**config.mk**
```make
export PLATFORM = sky130hd
export DESIGN_NAME = bos_out_seq
export DESIGN_NICKNAME = d
export VERILOG_FILES = /design/src/bos_pkg.sv /design/src/bos_decode.sv /design/src/bos_tstate_ctr.sv /design/src/bos_out_seq.sv
export VERILOG_INCLUDE_DIRS = /design/src
export SDC_FILE = /design/constraint.sdc
export NUM_CORES = 1
export LEC_CHECK = 0
export BUFFER_PORTS_ARGS = -buffer_cell sky130_fd_sc_hd__buf_2
export CORE_ASPECT_RATIO = 1.75
export CORE_MARGIN = 5
export CORE_UTILIZATION = 40
export CTS_CLUSTER_SIZE = 24
export DETAILED_ROUTE_END_ITERATION = 10
export HOLD_SLACK_MARGIN = 0.1
export SLEW_MARGIN = 10
export SYNTH_ARGS = -nofsm -noshare
export SYNTH_HDL_FRONTEND = slang
export SYNTH_SLANG_ARGS = --single-unit
```
**constraint.sdc**
```tcl
create_clock -name clk -period 3.4 [get_ports clk]
set_input_delay 0.17 -clock clk [delete_from_list [all_inputs] [get_ports clk]]
set_output_delay 0.17 -clock clk [all_outputs]
set_load 0.03 [all_outputs]
```
**src/bos_params.svh**
```systemverilog
`ifndef BOS_PARAMS_SVH
`define BOS_PARAMS_SVH

// ----------------------------------------
// opcode bytes
// ----------------------------------------
`define BOS_PREFIX      8'hed
`define BOS_OP_INC_RPT  8'hb3
`define BOS_OP_DEC_ONE  8'hab
`define BOS_OP_DEC_RPT  8'hbb

// ----------------------------------------
// t-states per machine cycle
// ----------------------------------------
`define BOS_T_FETCH_PFX 3'h4
`define BOS_T_FETCH_OP  3'h5
`define BOS_T_MEM_RD    3'h3
`define BOS_T_IO_WR     3'h4
`define BOS_T_REWIND    3'h5

// ----------------------------------------
// arithmetic steps
// ----------------------------------------
`define BOS_STEP8       8'h01
`define BOS_STEP16      16'h0001
`define BOS_PC_REWIND   16'h0002
`define BOS_ZERO8       8'h00
`define BOS_T_ONE       3'h1
`define BOS_T_ZERO      3'h0

`endif

```
**src/bos_pkg.sv**
```systemverilog
package bos_pkg;

  typedef enum logic [2:0] {
    BOS_IDLE      = 3'h0,
    BOS_FETCH_PFX = 3'h1,
    BOS_FETCH_OP  = 3'h3,
    BOS_MEM_RD    = 3'h2,
    BOS_IO_WR     = 3'h6,
    BOS_REWIND    = 3'h7
  } bos_state_t;

  typedef enum logic [1:0] {
    BOS_K_NONE    = 2'h0,
    BOS_K_INC_RPT = 2'h1,
    BOS_K_DEC_ONE = 2'h2,
    BOS_K_DEC_RPT = 2'h3
  } bos_kind_t;

  typedef struct packed {
    logic [7:0]  count;
    logic [7:0]  port;
    logic [15:0] ptr;
    logic [15:0] pc;
  } bos_regs_t;

  typedef struct packed {
    logic s;
    logic z;
    logic h;
    logic pv;
    logic n;
    logic c;
  } bos_flags_t;

  typedef struct packed {
    logic [15:0] addr;
    logic [7:0]  dout;
    logic        fetch;
    logic        rfsh;
    logic        mem_rd;
    logic        io_wr;
  } bos_bus_t;

endpackage : bos_pkg

```
**src/bos_decode.sv**
```systemverilog
`include "bos_params.svh"

module bos_decode
  import bos_pkg::*;
(
  // opcode bytes
  input  wire logic [7:0] prefix_i,
  input  wire logic [7:0] opcode_i,
  // result
  output bos_kind_t       kind_o
);

  always_comb
  begin
    kind_o = BOS_K_NONE;
    if (prefix_i == `BOS_PREFIX)
    begin
      unique case (opcode_i)
        `BOS_OP_INC_RPT: kind_o = BOS_K_INC_RPT;
        `BOS_OP_DEC_ONE: kind_o = BOS_K_DEC_ONE;
        `BOS_OP_DEC_RPT: kind_o = BOS_K_DEC_RPT;
        default:         kind_o = BOS_K_NONE;
      endcase
    end
  end

endmodule : bos_decode

```
**src/bos_tstate_ctr.sv**
```systemverilog
`include "bos_params.svh"

module bos_tstate_ctr
  import bos_pkg::*;
(
  // clock and reset
  input  wire logic       clk,
  input  wire logic       arst_n,
  input  wire logic       ce,
  // control
  input  wire logic       run_i,
  input  wire logic [2:0] len_i,
  // count
  output logic      [2:0] tcnt_o,
  output logic            last_o
);

  logic [2:0] tcnt_r;
  logic [2:0] tcnt_nxt;

  assign tcnt_o = tcnt_r;
  assign last_o = run_i && (tcnt_r == 3'(len_i - `BOS_T_ONE));

  always_comb
  begin
    if (!run_i || last_o)
      tcnt_nxt = `BOS_T_ZERO;
    else
      tcnt_nxt = 3'(tcnt_r + `BOS_T_ONE);
  end

  always_ff @(posedge clk or negedge arst_n)
  begin
    if (!arst_n)
      tcnt_r <= `BOS_T_ZERO;
    else if (ce)
      tcnt_r <= tcnt_nxt;
  end

endmodule : bos_tstate_ctr

```
**src/bos_out_seq.sv**
```systemverilog
`include "bos_params.svh"

// Contract
// - read memory byte at pointer, hold it
// - decrement count before port write
// - port number on address bits 7..0
// - decremented count on address bits 15..8
// - held byte written to selected port
// - increment repeat adds one to pointer
// - single decrement: pointer minus one, once
// - prefix then b3, ab or bb decode
// - nonzero count rewinds instruction pointer by two; single decrement ab ends instead
// - zero count ends the instruction
// - interrupts and two refreshes per byte
// - starting count zero gives 256 transfers
module bos_out_seq
  import bos_pkg::*;
(
  // clock and reset
  input  wire logic       clk,
  input  wire logic       arst_n,
  input  wire logic       ce,
  // instruction start
  input  wire logic       start_i,
  input  wire logic [7:0] prefix_i,
  input  wire logic [7:0] opcode_i,
  input  bos_regs_t       regs_i,
  input  bos_flags_t      flags_i,
  // processor bus
  input  wire logic [7:0] mem_rdata_i,
  output bos_bus_t        bus_o,
  // interrupt
  input  wire logic       int_req_i,
  output logic            int_ack_o,
  // result
  output logic            busy_o,
  output logic            done_o,
  output bos_regs_t       regs_o,
  output bos_flags_t      flags_o
);

  // ----------------------------------------
  // state
  // ----------------------------------------
  bos_state_t state_r;
  bos_state_t state_nxt;
  bos_kind_t  kind_r;
  bos_kind_t  kind_nxt;
  bos_kind_t  dec_kind;
  bos_regs_t  regs_r;
  bos_regs_t  regs_nxt;
  bos_flags_t flags_r;
  bos_flags_t flags_nxt;
  bos_bus_t   bus_r;
  bos_bus_t   bus_nxt;
  logic [7:0] byte_r;
  logic [7:0] byte_nxt;
  logic       done_r;
  logic       done_nxt;
  logic       ack_r;
  logic       ack_nxt;
  logic [2:0] len;
  logic [2:0] tcnt;
  logic       last;
  logic       run;
  logic       repeating;
  logic       upward;

  assign run       = (state_r != BOS_IDLE);
  assign repeating = (kind_r != BOS_K_DEC_ONE);
  assign upward    = (kind_r == BOS_K_INC_RPT);
  assign bus_o     = bus_r;
  assign regs_o    = regs_r;
  assign flags_o   = flags_r;
  assign done_o    = done_r;
  assign int_ack_o = ack_r;
  assign busy_o    = run;

  bos_decode u_decode (
    .prefix_i (prefix_i),
    .opcode_i (opcode_i),
    .kind_o   (dec_kind)
  );

  bos_tstate_ctr u_tctr (
    .clk    (clk),
    .arst_n (arst_n),
    .ce     (ce),
    .run_i  (run),
    .len_i  (len),
    .tcnt_o (tcnt),
    .last_o (last)
  );

  // ----------------------------------------
  // machine cycle lengths
  // ----------------------------------------
  always_comb
  begin
    unique case (state_r)
      BOS_FETCH_PFX: len = `BOS_T_FETCH_PFX;
      BOS_FETCH_OP:  len = `BOS_T_FETCH_OP;
      BOS_MEM_RD:    len = `BOS_T_MEM_RD;
      BOS_IO_WR:     len = `BOS_T_IO_WR;
      BOS_REWIND:    len = `BOS_T_REWIND;
      default:       len = `BOS_T_ONE;
    endcase
  end

  // ----------------------------------------
  // sequencer
  // ----------------------------------------
  always_comb
  begin
    state_nxt = state_r;
    kind_nxt  = kind_r;
    regs_nxt  = regs_r;
    flags_nxt = flags_r;
    byte_nxt  = byte_r;
    done_nxt  = 1'b0;
    ack_nxt   = 1'b0;
    unique case (state_r)
      BOS_IDLE:
      begin
        if (start_i && dec_kind != BOS_K_NONE)
        begin
          kind_nxt  = dec_kind;
          regs_nxt  = regs_i;
          flags_nxt = flags_i;
          state_nxt = BOS_FETCH_PFX;
        end
      end
      BOS_FETCH_PFX:
      begin
        if (last)
        begin
          regs_nxt.pc = 16'(regs_r.pc + `BOS_STEP16);
          state_nxt   = BOS_FETCH_OP;
        end
      end
      BOS_FETCH_OP:
      begin
        if (last)
        begin
          regs_nxt.pc = 16'(regs_r.pc + `BOS_STEP16);
          state_nxt   = BOS_MEM_RD;
        end
      end
      BOS_MEM_RD:
      begin
        if (last)
        begin
          byte_nxt       = mem_rdata_i;
          regs_nxt.count = 8'(regs_r.count - `BOS_STEP8);
          state_nxt      = BOS_IO_WR;
        end
      end
      BOS_IO_WR:
      begin
        if (last)
        begin
          if (upward)
            regs_nxt.ptr = 16'(regs_r.ptr + `BOS_STEP16);
          else
            regs_nxt.ptr = 16'(regs_r.ptr - `BOS_STEP16);
          flags_nxt.z = (regs_r.count == `BOS_ZERO8);
          flags_nxt.n = 1'b1;
          if (!repeating || regs_r.count == `BOS_ZERO8)
          begin
            done_nxt  = 1'b1;
            state_nxt = BOS_IDLE;
          end
          else
            state_nxt = BOS_REWIND;
        end
      end
      BOS_REWIND:
      begin
        if (last)
        begin
          regs_nxt.pc = 16'(regs_r.pc - `BOS_PC_REWIND);
          if (int_req_i)
          begin
            ack_nxt   = 1'b1;
            done_nxt  = 1'b1;
            state_nxt = BOS_IDLE;
          end
          else
            state_nxt = BOS_FETCH_PFX;
        end
      end
      default:
        state_nxt = BOS_IDLE;
    endcase
  end

  // ----------------------------------------
  // bus drive from next state
  // ----------------------------------------
  always_comb
  begin
    bus_nxt = '0;
    unique case (state_nxt)
      BOS_FETCH_PFX, BOS_FETCH_OP:
      begin
        bus_nxt.addr  = regs_nxt.pc;
        bus_nxt.fetch = 1'b1;
        bus_nxt.rfsh  = (state_nxt == state_r) && last == 1'b0 && (tcnt >= `BOS_T_ONE);
      end
      BOS_MEM_RD:
      begin
        bus_nxt.addr   = regs_nxt.ptr;
        bus_nxt.mem_rd = 1'b1;
      end
      BOS_IO_WR:
      begin
        bus_nxt.addr  = {regs_nxt.count, regs_nxt.port};
        bus_nxt.dout  = byte_nxt;
        bus_nxt.io_wr = 1'b1;
      end
      default:
        bus_nxt = '0;
    endcase
  end

  always_ff @(posedge clk or negedge arst_n)
  begin
    if (!arst_n)
    begin
      state_r <= BOS_IDLE;
      kind_r  <= BOS_K_NONE;
      regs_r  <= '0;
      flags_r <= '0;
      bus_r   <= '0;
      byte_r  <= `BOS_ZERO8;
      done_r  <= 1'b0;
      ack_r   <= 1'b0;
    end
    else if (ce)
    begin
      state_r <= state_nxt;
      kind_r  <= kind_nxt;
      regs_r  <= regs_nxt;
      flags_r <= flags_nxt;
      bus_r   <= bus_nxt;
      byte_r  <= byte_nxt;
      done_r  <= done_nxt;
      ack_r   <= ack_nxt;
    end
  end
endmodule : bos_out_seq

```
### Word level (Yosys, flattened, before mapping)

Index checks and enable logic that the tools add are counted.
Widths: inputs -> output; s select.

* $add $sub $neg: 7
* magnitude comparators: 1
* eq/ne operators: 19
* muxes and demuxes: 41
* bitwise logic cells: 1
* reduce and logical (&&, ||, !) cells: 19

Operators by type and width (number)
* $pmux 16 s3: 2
* $mux 16: 4
* $mux 48: 1
* $mux 8: 5
* $add 16x1->16 const B: 2
* $eq 8x8->1 const B: 4
* $pmux 16 s2: 1
* $mux 3: 8
* $pmux 3 s6: 1
* $pmux 8 s2: 1
* $sub 16x1->16 const B: 1
* $sub 16x2->16 const B: 1
* $eq 3x2->1 const B: 4
* $mux 1: 10
* $eq 3x3->1 const B: 3
* $pmux 3 s3: 1
* $logic_not 8->1: 1
* $reduce_or 2->1: 4
* $sub 8x1->8 const B: 1
* $eq 3x1->1 const B: 2
* $eq 3x3->1: 2
* $ne 2x2->1 const B: 3
* $pmux 1 s2: 3
* $pmux 2 s3: 1
* other kinds (15): 22

* register bits: 100
* input port bits: 83
* logic and storage cells: 110

### Longest topological paths before layout

* depth after elaboration: 12
* gate-level depth with buffers: 16
* gate-level depth less buffers: 12

### Cells and area by module

A second synthesis with hierarchy kept.

* cells, all modules: 746
* area, all modules: 6676.4 um2

By module, submodules not included
* bos_out_seq: instances 1, cells each 717, area each 6348.6 um2, seq. area each 2427.3 um2
* bos_tstate_ctr: instances 1, cells each 22, area each 261.5 um2, seq. area each 75.1 um2
* bos_decode: instances 1, cells each 7, area each 66.3 um2, seq. area each 0.0 um2

### Worst setup path before layout

Ideal clock, no wire load.

* kind: flip-flop to flip-flop
* from: register state_r[1]
* to: register bus_r (netlist bit bus_o[21])
* library setup time: 0.126 ns
* arrival time: 3.398 ns
* data required time: 3.274 ns
* slack: -0.124 ns
* cell stages (with the launch flop): 14
* buffers on the path: 3
* clock period less this slack: 3.524 ns
* cell sequence: dfrtp_1 clkbuf_1 clkbuf_1 buf_1 o21ai_0 ha_1 xnor2_1 nor2_1 o211ai_1 or3_1 and4_1 o21ai_0 o311ai_0 a221o_1

* word-level cells in the longest chain between the ends: 11

Ends and longest elaborated chain
* start, declared: RTL line bos_out_seq.sv:45 `bos_state_t state_r;`
* start signal, assigned: RTL line bos_out_seq.sv:241 `state_r <= state_nxt;`
* $eq 3x3->1, or another cell as far along: RTL line bos_out_seq.sv:100, bos_out_seq.sv:122
* $reduce_or 2->1 (no line)
* $pmux 3 s3: RTL line bos_out_seq.sv:100 `unique case (state_r)`
* $sub 3x1->3 (no line)
* $eq 3x3->1: RTL line bos_tstate_ctr.sv:22 `` assign last_o = run_i && (tcnt_r == 3'(len_i - `BOS_T_ONE)); ``
* $logic_and 1x1->1: RTL line bos_tstate_ctr.sv:22
* $mux 3 (on tied branches)
* $pmux 3 s6: RTL line bos_out_seq.sv:122 `unique case (state_r)`
* $eq 3x1->1 or $eq 3x2->1 (tied branches): RTL line bos_out_seq.sv:203 `unique case (state_nxt)`
* $reduce_or 2->1: RTL line bos_out_seq.sv:203
* $pmux 16 s3 (*): RTL line bos_out_seq.sv:203
* end signal, assigned: RTL line bos_out_seq.sv:245 `bus_r <= bus_nxt;`
* end, declared: RTL line bos_out_seq.sv:54 `bos_bus_t bus_r;`

Mark *: on every way between the ends. The rest lies on a longest branch, timed or not.
A chain may end at the register's enable or synchronous reset.

### Final worst setup path

* from: register state_r[2]
* to: register bus_r (netlist bit bus_o[23])

The elaborated chain is that of the path after synthesis.

==> impl_metrics.py <==
metrics = {
    "worst_setup_path": {
        "crit_buf_inv": 2,
        "crit_path_top_delay_cell": "dfrtp_1",
        "critPathArrivalTime_ps": 3450,
        "r2r_start": "state_r[2]",
        "critPathRequiredTime_ps": 3660,
        "crit_type": "flop to flop",
        "crit_path_cell_trace": "clkinv_1, nand2_1, o21ai_0, ha_1, xor2_2, o21ai_0, o211a_1, buf_4, and3_1, nand2_1, o21ai_1, a211o_1, a221o_1",
        "end_kind": "flop",
        "cp_max_fo": 12,
        "cp-start-kind": "flop",
        "crit_family": "compound AO/OA/AOI/OAI gates",
        "critical-path-max-stage-delay_ps": 420,
        "setup.worst_path.start": "state_r[2]",
    },
    "route": {
        "vias_per_cell": 5.938,
        "drtAntennaViolNets": 0,
        "vias": 7613,
        "routedWlPerCell_um": 21.47,
        "drt_first_pass_iters": 5,
        "wl_um": 27530,
        "first_iter_violations": 547,
        "drc": 0,
    },
    "timing": {
        "worst_hold_slack_ps": 110.0,
        "period_needed_ps": 3190,
        "max_slew_margin_pct": 38.70,
        "setup_tns_ps": 0,
        "fin_skew_ps": 13.55,
        "slew_viol_final": 0,
        "fin_ws_ps": 210.1,
        "fin_crit_sh_pct": 93.82,
        "fmax_mhz": 313.5,
        "worst_pin_slew_ps": 919.5,
        "rsz0062_at_grt": "true",
        "final-hold-violation-count": 0,
        "finalSetupViolCount": 0,
    },
    "grt": {
        "grt_pass1_wl_um": 42940,
        "grt_pass1_vias": 7720,
        "track_usage_pct": 26.00,
        "grt_start_max_net_pins": 66,
        "antenna_found_initial": 0,
        "grt.overflow.total": 0,
    },
    "placed_design": {
        "dp.cells": 1242,
        "gp_congestion": 0.9347,
        "place_hpwl_um": 21030,
        "port_buffers": 167,
        "place_ws_ps": 215.4,
        "post_dp_cell_area_sq_mm": 0.008597,
    },
    "die": {
        "pin_count": 168,
        "core-area_sq_mm": 0.01754,
        "dieHeight_um": 186.7,
        "dieArea_sq_mm": 0.02072,
        "chipWidth_um": 111.0,
        "row_count": 64,
        "initial_utilization_pct": 40.70,
    },
    "cts": {
        "cts_tree": "built",
        "clock-sinks": 100,
        "post_cts_buffers": 0,
        "clk_pin_slew_worst_paths_ps": 90,
        "clock_latency_ps": 370,
        "htree_levels": 3,
        "cts-root-buf": "clkbuf_16",
        "cts_buffer_depth": 2,
        "cts_made_buffers": 9,
    },
    "cells_and_area": {
        "antenna_cells": 0,
        "fin_nets": 1152,
        "final_cell_area_sq_mm": 0.009155,
        "syn_to_final_growth_pct": 28.28,
        "drive_above_1_share_pct": 28.16,
        "fin_util_pct": 52.20,
        "final_cells": 1282,
    },
    "power_and_ir_drop": {
        "p_per_area_mw_per_mm2": 978.0,
        "p_leak_nw": 4.252,
        "power_mw": 8.954,
        "irDropWorstVdd_uv": 545.5,
    },
    "run_status": {
        "status": "completed",
    },
    "worst_hold_path": {
        "hold_class": "primary input to flop",
        "min-delay-start": "flags_i[1]",
    },
    "logic_synthesis": {
        "synth_cell_type_count": 74,
        "syn_area_per_cell_sq_um": 8.599,
        "post-synth-top-area-cell": "dfrtp_1",
        "synth_top_cell_area_share_pct": 35.06,
        "netlist_area_sq_mm": 0.007137,
        "synth_seq_area_share_pct": 35.06,
        "dominantRegCellSynth": "dfrtp_1",
        "synth-edff-count": 0,
        "async_flop_share_pct": 100.0,
        "synthTopCellsByArea": "dfrtp_1 35%, a21oi_1 5.0%, mux2_2 4.9%",
        "ys_seq_elements": 100,
        "netlist_instances": 830,
        "ys_warn_count": 0,
        "synth.net_count": 936,
    },
    "job": {
        "cap_viol_max_count": 0,
    },
}
[synth_stat cells, drive strengths merged (11+ instances only)]
| master | number |
|---|---|
| dfrtp | 100 |
| nand2 | 84 |
| a21oi | 72 |
| nor2 | 68 |
| o21ai | 50 |
| clkbuf | 40 |
| mux2 | 32 |
| inv | 30 |
| nand3 | 30 |
| mux2i | 23 |
| ha | 22 |
| nor3 | 17 |
| buf | 15 |
| o211ai | 13 |
| a211oi | 12 |
| a221o | 12 |
| nand4 | 12 |
| o2bb2ai | 12 |
| nor4 | 11 |
| o221ai | 11 |
[cell families (layout without fill, tap and decap cells)]
group	Yosys count	count (layout)	share of synthesized area (%)
multiplexers	55	55	8.275
AO/OA/AOI/OAI	289	289	27.93
adder cells (fa/ha/maj)	23	23	4.137
flip-flops	100	100	35.06
buffers and inverters	86	307	4.751
XOR/XNOR	17	17	2.086
AND/OR/NAND/NOR	260	260	17.76
[per-layer routing]
metal	global-route usage, %	share of wire [%]	vias up
met1	30.01	38	3684
met2	45.51	52	295
met5	0	0	-
met4	15.79	5.9	0
li1	-	-	3556
met3	3.144	4.7	78
[final timing paths]
| check | cells after the start | end | slack [ps] |
|---|---|---|---|
| max reg2reg | 13 | bus_o[23] | 210 |
| min reg2reg | 2 | flags_o[4] | 480 |
| min in group asynchronous | 2 | bus_o[8] | 470 |
| min | 3 | flags_o[1] | 110 |
| max | 13 | bus_o[23] | 210 |
| max in group asynchronous | 3 | regs_o[24] | 2090 |
[final cells by class]
cell class,count,area (sq um)
Fill cell,1712,8382
Multi-Input combinational cell,644,4312
Sequential cell,100,2502
Timing Repair Buffer,260,1634
Tap cell,231,289.0
Clock buffer,9,225.2
Inverter,31,116.4
Clock inverter,7,76.32
[sequential cells by signal, summed over array words and instances, names as in the netlist]
register       count
byte_r             8
int_ack_o          1
kind_r             2
done_o             1
flags_o            6
u_tctr.tcnt_o      3
regs_o            48
state_r            3
bus_o             28
[timing repair]
action / in CTS / in global routing
endpoints found under the setup margin: 0 / 12
hold buffers: 24 / 0
endpoints found under the hold margin: 88 / 0
gates resized for setup: 0 / 3
[cell usage in the layout, fill, tap and decap left out, types with 5 or more instances in the layout]
cell           count
nand2_1           83
mux2_2            31
xor2_1             8
a221oi_1           6
nand3_1           30
nor3_1            16
o31ai_1            8
and3_1             5
a22o_1             8
a211oi_1          12
a22oi_1            5
a31oi_1           10
o22ai_1           10
o2bb2ai_1         12
xnor2_1            8
a21o_1             5
mux2i_1           23
dfrtp_1          100
a221o_1           12
o211ai_1          13
buf_4             67
nor2b_1            7
a21oi_1           72
ha_1              22
inv_1             30
buf_2            166
o21ai_0           47
clkbuf_16          9
o21a_1            10
nor4_1            10
dlygate4sd3_1     24
nand4_1           12
nor2_1            66
o221ai_1          11
[worst register-to-register path, delay by kind of cell, from the launching register on]
kind / cells / cell delay (ps)
xor+xnor: 1 / 230
compound gates: 6 / 1500
flops: 1 / 420
buf+inv: 2 / 320
simple gates: 3 / 400
fa+ha+maj: 1 / 230
[where the power goes]
| group | total, mW | switching [mW] | internal, mW |
|---|---|---|---|
| combinational | 5.76 | 3.55 | 2.20 |
| sequential | 2.13 | 0.530 | 1.60 |
| clock | 1.07 | 0.543 | 0.523 |
(Power assumes the default switching activity.)
